## src/design/plss_defs.vh

```
// Constants for the PHY link status bits block
//
// Function
// - Status bit 5 reads 1 when auto-negotiation disabled, 0 when enabled.
// - Auto-negotiation status bit copies PHY control register bit 2.
// - Status bit 4 copies control bit 1; 1 means 10Mbps, 0 100Mbps.
// - Status bit 3 copies control bit 0; 1 half duplex, 0 full.
// - While link up, status bit 2 shows actual duplex, 1 half.
// - While link up, status bit 1 shows actual speed, 1 10Mbps.
`ifndef PLSS_DEFS_VH
`define PLSS_DEFS_VH

`define PLSS_ADDR_W          4
`define PLSS_DATA_W          8
`define PLSS_ADDR_CTRL       4'h0
`define PLSS_ADDR_STAT       4'h1
`define PLSS_CTRL_RST        8'h00
`define PLSS_STAT_RST        8'h00
`define PLSS_CTRL_HALF_BIT      0
`define PLSS_CTRL_10M_BIT       1
`define PLSS_CTRL_AUTO_BIT      2
`define PLSS_STAT_LINK_10M_BIT  1
`define PLSS_STAT_LINK_HALF_BIT 2
`define PLSS_STAT_CFG_HALF_BIT  3
`define PLSS_STAT_CFG_10M_BIT   4
`define PLSS_STAT_AUTO_BIT      5
`define PLSS_CTRL_MASK       8'h07

`endif

```

## src/design/plss_top.v

```verilog
// PHY control register and read-only PHY status register
//
// Decided for this implementation: the plain strobed port and the placing of the registers.
`timescale 1ns/10ps
`include "plss_defs.vh"
module plss_top
(
	input  wire                    clock_in,
	input  wire                    sys_rst_in,
	input  wire [`PLSS_ADDR_W-1:0] addr_in,
	input  wire [`PLSS_DATA_W-1:0] wdata_in,
	input  wire                    wr_in,
	input  wire                    rd_in,
	input  wire                    link_up_in,
	input  wire                    link_half_in,
	input  wire                    link_10m_in,
	output wire [`PLSS_DATA_W-1:0] rdata_out,
	output wire [2:0]              phy_control_reg_out
);

////////////////////////////////////////////////////////////////////////////////
// Plain equality in one place, so write and read decode agree
function addr_hit;
	input [`PLSS_ADDR_W-1:0] addr;
	input [`PLSS_ADDR_W-1:0] target;
	begin
		addr_hit = (addr == target);
	end
endfunction

// Unused status bits keep their reset value
function [`PLSS_DATA_W-1:0] status_pack;
	input [`PLSS_DATA_W-1:0] ctrl;
	input                    duplex_flag;
	input                    speed_flag;
	begin
		status_pack = `PLSS_STAT_RST;
		status_pack[`PLSS_STAT_AUTO_BIT] =
			ctrl[`PLSS_CTRL_AUTO_BIT];
		status_pack[`PLSS_STAT_CFG_10M_BIT] =
			ctrl[`PLSS_CTRL_10M_BIT];
		status_pack[`PLSS_STAT_CFG_HALF_BIT] =
			ctrl[`PLSS_CTRL_HALF_BIT];
		status_pack[`PLSS_STAT_LINK_HALF_BIT] =
			duplex_flag;
		status_pack[`PLSS_STAT_LINK_10M_BIT] =
			speed_flag;
	end
endfunction

// Read source select codes
localparam RD_NONE = 2'h0;
localparam RD_CTRL = 2'h1;
localparam RD_STAT = 2'h2;

////////////////////////////////////////////////////////////////////////////////
wire [2:0]              link_sync;
wire                    link_up_sync;
wire                    link_half_sync;
wire                    link_10m_sync;
wire                    wr_ctrl;
wire                    rd_ctrl;
wire                    rd_stat;
reg  [1:0]              rd_sel;
reg  [`PLSS_DATA_W-1:0] phy_control_reg_ff;
reg  [`PLSS_DATA_W-1:0] nxt_phy_control_reg;
reg                     link_duplex_flag_ff;
reg                     nxt_link_duplex_flag;
reg                     link_speed_flag_ff;
reg                     nxt_link_speed_flag;
reg  [`PLSS_DATA_W-1:0] status_ff;
reg  [`PLSS_DATA_W-1:0] nxt_status;
reg  [`PLSS_DATA_W-1:0] rdata_ff;
reg  [`PLSS_DATA_W-1:0] nxt_rdata;

// Pins come from the PHY analog side, not this clock
plss_sync u_sync
(
	.clock_in   (clock_in),
	.sys_rst_in (sys_rst_in),
	.async_in   ({link_up_in, link_half_in, link_10m_in}),
	.sync_out   (link_sync)
);

assign link_up_sync   = link_sync[2];
assign link_half_sync = link_sync[1];
assign link_10m_sync  = link_sync[0];

////////////////////////////////////////////////////////////////////////////////
// Any other address decodes to nothing, so status writes are lost
assign wr_ctrl = wr_in && addr_hit(addr_in, `PLSS_ADDR_CTRL);
assign rd_ctrl = rd_in && addr_hit(addr_in, `PLSS_ADDR_CTRL);
assign rd_stat = rd_in && addr_hit(addr_in, `PLSS_ADDR_STAT);

////////////////////////////////////////////////////////////////////////////////
// Only the low three bits exist; the rest always read 0
always @*
begin
	nxt_phy_control_reg = phy_control_reg_ff;
	if (wr_ctrl)
	begin
		nxt_phy_control_reg = wdata_in & `PLSS_CTRL_MASK;
	end
end

always @(posedge clock_in)
begin
	if (sys_rst_in)
	begin
		phy_control_reg_ff <= `PLSS_CTRL_RST;
	end
	else
	begin
		phy_control_reg_ff <= nxt_phy_control_reg;
	end
end

////////////////////////////////////////////////////////////////////////////////
// Flags hold their last value while the link is down, so a read
// after a drop still tells what the link last ran at
always @*
begin
	nxt_link_duplex_flag = link_duplex_flag_ff;
	if (link_up_sync)
	begin
		nxt_link_duplex_flag = link_half_sync;
	end
end

always @(posedge clock_in)
begin
	if (sys_rst_in)
	begin
		link_duplex_flag_ff <= 1'b0;
	end
	else
	begin
		link_duplex_flag_ff <= nxt_link_duplex_flag;
	end
end

always @*
begin
	nxt_link_speed_flag = link_speed_flag_ff;
	if (link_up_sync)
	begin
		nxt_link_speed_flag = link_10m_sync;
	end
end

always @(posedge clock_in)
begin
	if (sys_rst_in)
	begin
		link_speed_flag_ff <= 1'b0;
	end
	else
	begin
		link_speed_flag_ff <= nxt_link_speed_flag;
	end
end

////////////////////////////////////////////////////////////////////////////////
always @*
begin
	nxt_status = status_pack(phy_control_reg_ff, link_duplex_flag_ff,
		link_speed_flag_ff);
end

// No write path reaches the status register except through the control bits copied into bits 5:3
always @(posedge clock_in)
begin
	if (sys_rst_in)
	begin
		status_ff <= `PLSS_STAT_RST;
	end
	else
	begin
		status_ff <= nxt_status;
	end
end

////////////////////////////////////////////////////////////////////////////////
always @*
begin
	rd_sel = RD_NONE;
	if (rd_ctrl)
	begin
		rd_sel = RD_CTRL;
	end
	else if (rd_stat)
	begin
		rd_sel = RD_STAT;
	end
end

// Read data is zero outside the one cycle after a read strobe
always @*
begin
	case (rd_sel)
		RD_CTRL:
		begin
			nxt_rdata = phy_control_reg_ff;
		end
		RD_STAT:
		begin
			nxt_rdata = status_ff;
		end
		default:
		begin
			nxt_rdata = {`PLSS_DATA_W{1'b0}};
		end
	endcase
end

always @(posedge clock_in)
begin
	if (sys_rst_in)
	begin
		rdata_ff <= {`PLSS_DATA_W{1'b0}};
	end
	else
	begin
		rdata_ff <= nxt_rdata;
	end
end

////////////////////////////////////////////////////////////////////////////////
assign rdata_out           = rdata_ff;
assign phy_control_reg_out = phy_control_reg_ff[2:0];

endmodule // plss_top

```

## src/design/plss_sync.v

```verilog
// Two-flop synchroniser for the pin-level link inputs
`timescale 1ns/10ps
module plss_sync
(
	input  wire       clock_in,
	input  wire       sys_rst_in,
	input  wire [2:0] async_in,
	output wire [2:0] sync_out
);

reg [2:0] meta_ff;
reg [2:0] sync_ff;

always @(posedge clock_in)
begin
	if (sys_rst_in)
	begin
		meta_ff <= 3'h0;
		sync_ff <= 3'h0;
	end
	else
	begin
		meta_ff <= async_in;
		sync_ff <= meta_ff;
	end
end

assign sync_out = sync_ff;

endmodule // plss_sync

```

## config.mk

```make
export PLATFORM = sky130hd
export DESIGN_NAME = plss_top
export DESIGN_NICKNAME = d
export VERILOG_FILES = /design/src/design/plss_top.v /design/src/design/plss_sync.v
export VERILOG_INCLUDE_DIRS = /design/src /design/src/design
export SDC_FILE = /design/constraint.sdc
export NUM_CORES = 1
export LEC_CHECK = 0
export ABC_AREA = 1
export BUFFER_PORTS_ARGS = -buffer_cell sky130_fd_sc_hd__buf_4
export CAP_MARGIN = 20
export CORE_MARGIN = 1.5
export CORE_UTILIZATION = 30
export DETAILED_ROUTE_END_ITERATION = 6
export PLACE_DENSITY = 0.54
export SETUP_SLACK_MARGIN = 0.1
export SLEW_MARGIN = 20
export SYNTH_ARGS = -nofsm -noshare
export SYNTH_HDL_FRONTEND = slang
export SYNTH_SLANG_ARGS = --single-unit
```

## constraint.sdc

```tcl
create_clock -name clock_in -period 0.9 [get_ports clock_in]
set_input_delay 0.09 -clock clock_in [delete_from_list [all_inputs] [get_ports clock_in]]
set_output_delay 0.09 -clock clock_in [all_outputs]
set_load 0.1 [all_outputs]
```

After elaboration in Yosys (flattened, before gate mapping)
Cells that the tools add are included.
{"block": "word_totals", "regBits": 27, "latch_bits": 0, "ramBits": 0, "romBits": 0, "in_bits": 19, "output_inout_bits": 11, "wordCells": 18, "n_memories": 0}
{"block": "op_classes", "n_addsub": 0, "n_mul": 0, "div_mod_pow": 0, "magnitude_cmp": 0, "n_eq_ne": 3, "shifts": 0, "muxes": 3, "bitwise_logic": 0, "reduce_logical": 4}
{"operator": "$pmux W8 S2", "n": 1}
{"operator": "$eq A4 B1 Y1 const B", "n": 1}
{"operator": "$logic_not A4 Y1", "n": 1}
{"operator": "$mux W2", "n": 2}
{"operator": "$logic_and A1 B1 Y1", "n": 3}
{"operator": "$eq A2 B1 Y1 const B", "n": 1}
{"operator": "$eq A2 B2 Y1 const B", "n": 1}

Logic depth before layout (Yosys ltp)
{"block": "logic_depth", "word_depth": 6, "depth_mapped": 5, "ltp_nobuf": 5}

Cells and area by module
Synthesis repeated with hierarchy kept, for this count alone.
{"block": "hier_totals", "hier_cells": 90, "area_unflattened_um2": 773.2}
{"mod": "plss_top", "instances": 1, "cells_each": 72, "area_per_inst_um2": 608.1, "seq_area_each_um2": 320.3}
{"mod": "plss_sync", "instances": 1, "cells_each": 18, "area_per_inst_um2": 165.2, "seq_area_each_um2": 120.1}

Worst setup path after synthesis
No wires, ideal clock.
{"block": "synth_path", "path_kind": "flip-flop to flip-flop", "start": "reg phy_control_reg_ff[1]", "end": "reg rdata_ff[1], in the netlist rdata_out[1]", "setup_time_ns": 0.069, "t_arrival_ns": 1.327, "required_ns": 0.831, "path_slack_ns": -0.496, "stages_incl_launch_ff": 5, "path_buffers": 0, "period_less_slack_ns": 1.396, "path_cell_list": "dfxtp_1 inv_1 nor2_1 nand4_1 o21ai_1"}
{"block": "synth_between", "elab_chain_cells": 1}
{"item": "start: declaration", "line_no": "plss_top.v:65", "text": "reg [`PLSS_DATA_W-1:0] phy_control_reg_ff;"}
{"item": "start signal: assignment", "line_no": "plss_top.v:110", "text": "phy_control_reg_ff <= `PLSS_CTRL_RST;"}
{"item": "start signal: assignment", "line_no": "plss_top.v:114", "text": "phy_control_reg_ff <= nxt_phy_control_reg;"}
{"item": "$pmux W8 S2", "line_no": "plss_top.v:200", "text": "case (rd_sel)"}
{"item": "end signal: assignment", "line_no": "plss_top.v:220", "text": "rdata_ff <= {`PLSS_DATA_W{1'b0}};"}
{"item": "end signal: assignment", "line_no": "plss_top.v:224", "text": "rdata_ff <= nxt_rdata;"}
{"item": "end: declaration", "line_no": "plss_top.v:73", "text": "reg [`PLSS_DATA_W-1:0] rdata_ff;"}
No other way between the ends.
A chain may end at the register's enable or synchronous reset.

Worst setup path after layout
{"block": "layout_path", "start": "reg phy_control_reg_ff[0]", "end": "out phy_control_reg_out[0]"}
{"item": "end: declaration", "line_no": "plss_top.v:18", "text": "output wire [2:0] phy_control_reg_out"}
No word-level cell between the ends.

==> summary.txt <==
Outcome
  – Outcome: finished, violations left
  – Failing checks: setup timing

Logic synthesis
  – Syn avg cell area: 8.63 µm²
  – Library cells used by synthesis: 18
  – Most common cell in the netlist: dfxtp_1
  – Ys Warns: 0
  – Top cell type's share of synthesized area: 0.561
  – Ys flop type: dfxtp_1
  – Commonest cells in the netlist: 22 x dfxtp_1, 19 x inv_1, 17 x nor2_1
  – Mapped Cells: 91
  – Number of flops mapped to enable cells by yosys: 0
  – Cell Area, Synth: 786 µm²
  – Top area cells in the synthesized netlist: dfxtp_1 56%, inv_1 9.1%, nor2_1 8.1%, nand2_1 5.3%, nand4_1 4.0%
  – Biggest area consumer among synthesized cells: dfxtp_1
  – Post-synthesis register bit count: 22
  – Ys async rst share: 0
  – Seq/Total Area, Yosys: 0.561

Floorplan
  – Chip Height: 54.2 µm
  – DIE WIDTH: 54.2 µm
  – FP Rows: 18
  – Initial core utilization: 0.317
  – Total core area: 2480 µm²
  – Die area: 2930 µm²
  – # IOs: 30

Critical path
  – Crit path from: phy_control_reg_ff[0]$_SDFFE_PP0P_
  – FF-to-FF setup slack: 60 ps
  – Levels on crit path: 1
  – Worst path max stage delay: 390 ps
  – CP endpoint: phy_control_reg_out[0]
  – CP Class: reg2out
  – Required @ worst endpoint: 810 ps
  – Worst R2R End: rdata_out[2]$_SDFF_PP0_
  – Critical Path Sink Type: output pin
  – CP Data Arrival Time: 860 ps
  – Cells along the critical path: buf_12
  – Reg2reg start: phy_control_reg_ff[2]$_SDFFE_PP0P_
  – Cell family with most CP delay: flip-flops
  – Critical path startpoint category: flop
  – CP max FO: 2
  – Slowest CP cell: dfxtp_4
  – Worst r2r path cells: 5
  – WP buf/inv: 1

Cells and area
  – Final #Nets: 141
  – Share of cells above drive strength 1: 0.397
  – Area grow syn2layout: 56.2%
  – # diodes: 0
  – Layout Cells excl Fill: 151
  – Fin area: 1230 µm²
  – Finished Core Util: 0.495

GRT
  – First-pass GRT wire length: 2330 µm
  – GR Util All Layers: 0.112
  – Largest net degree at the start of global routing: 14
  – Vias in the first global route: 541
  – Overflow after GRT: 0
  – Antenna violations before repair: 0

Drt
  – Via count: 644
  – Initial DRC Count: 2
  – Drt drc: 0
  – Routed metal-1 wire length: 564 µm
  – Top sig layer: met4
  – WL/cell: 9.28 µm
  – Final wirelength: 1400 µm
  – WL met3: 71 µm
  – Pre-Repair DR Iteration Count: 3
  – Met2 WL: 741 µm
  – Final ANT Viol Nets: 0
  – Vias per cell: 4.26

Power and ir drop
  – Pwr Total: 1.86 mW
  – Peak VDD IR: 815 µV
  – Lkg Pwr: 0.537 nW
  – Pwr dens: 1520 nW/µm²

STA
  – Max-slew violations: 0
  – Final setup viols: 9
  – Max Freq: 1.06 GHz
  – Final hold vios: 0
  – Worst Hold Slack: 69.3 ps
  – Fin Clk Skew: 1.47 ps
  – Total Neg Setup Slack: -247 ps
  – Fin crit share: 1.05
  – Fin crit period: 947 ps
  – RSZ-0062 raised after global routing: true
  – Worst Slack Setup Final: -46.7 ps

Placed design
  – IO buf count: 22
  – Placed Area: 991 µm²
  – Detailed placement HPWL: 989 µm
  – Global placer's final weighted congestion: 0.667
  – # placed instances: 141
  – Pre-CTS setup slack: 103 ps

Flow run
  – Max_cap viols: 0

Clocking
  – CTS tree: yes
  – Total CTS buffers: 3
  – Sink Count: 22
  – Later-pin clock latency in the skew report: 300 ps
  – CTS root buffer: clkbuf_4
  – Clock slew at reported path FFs: 120 ps
  – Max Buffers Root-to-Sink: 2
  – H-tree depth reported by CTS: 1

Worst hold path
  – Tightest Hold Check Type: in2reg
## worst reg2reg max path, cell delays in order (launching register included)
cell     delay [ps]
dfxtp_4         380
buf_4           110
inv_4            30
nor2_4           70
nand4_1         100
o21ai_1          90
## where the power goes
group          switching, mW  leakage, nW  internal [mW]  total [mW]
Sequential           0.00865        0.184          0.991       0.999
Combinational          0.143        0.326         0.0859       0.229
Clock                  0.293       0.0261          0.339       0.632
Total                  0.445        0.537           1.42        1.86
## how the worst min path moves through the flow
stage	startpoint	endpoint	slack, ps	depth (start not counted)
after floorplan	sys_rst_in	status_ff[4]$_SDFF_PP0_	170	1
after global placement	link_10m_in	u_sync.meta_ff[0]$_SDFF_PP0_	290	3
after detailed placement	link_half_in	u_sync.meta_ff[1]$_SDFF_PP0_	300	3
after CTS	sys_rst_in	status_ff[5]$_SDFF_PP0_	50	2
after global routing	sys_rst_in	status_ff[4]$_SDFF_PP0_	70	2
final	sys_rst_in	status_ff[4]$_SDFF_PP0_	70	2
## sequential cells by signal (all words and copies together), names as in the netlist
name,flops
rdata_out,6
status_ff,5
phy_control_reg_ff,3
link_speed_flag_ff,1
u_sync.meta_ff,3
link_duplex_flag_ff,1
u_sync.sync_out,3
## kinds of logic (layout without fill, tap and decap cells)
family | count (synthesis) | count (layout) | share of synthesized area
AND/OR/NAND/NOR | 39 | 39 | 0.275
AO/OA/AOI/OAI | 6 | 6 | 0.0382
other | 1 | 2 | 0.00477
buffers and inverters | 23 | 52 | 0.121
flip-flops | 22 | 22 | 0.561
## cells in the final DEF (no fill, tap or decap), types with 2 or more instances in the layout
cell type	synthesis	final
dfxtp_1	22	13
inv_2	1	2
dfxtp_4	0	3
nor2_4	1	3
o21ai_1	2	2
buf_12	0	9
nor2_1	17	15
clkbuf_4	0	3
inv_1	19	16
dfxtp_2	0	6
a21oi_1	2	2
dlygate4sd3_1	0	3
o21ai_0	2	2
nand2_1	11	11
conb_1	1	2
nand4_1	5	5
buf_4	2	15
inv_4	0	2
## timing repair
| action | CTS | global route |
|---|---|---|
| endpoints found under the setup margin | 9 | 12 |
| pin swaps | 2 | 2 |
| setup buffers | 2 | 1 |
| gates cloned | 0 | 0 |
| gates resized for setup | 29 | 5 |
| endpoints found under the hold margin | 3 | 0 |
| hold buffers | 3 | 0 |
## per-layer routing
metal | up-vias | track usage
met5 | - | 0
met3 | 2 | 0.0278
li1 | 337 | -
met1 | 292 | 0.124
met4 | 0 | 0.0625
met2 | 13 | 0.195
## cell type report
cell class	instances	area, µm²
Fill cell	253	1250
Sequential cell	22	459
Timing Repair Buffer	28	334
Multi-Input combinational cell	47	269
Inverter	20	80.1
Clock buffer	4	47.5
Tap cell	30	37.5
(Power assumes the default switching activity.)
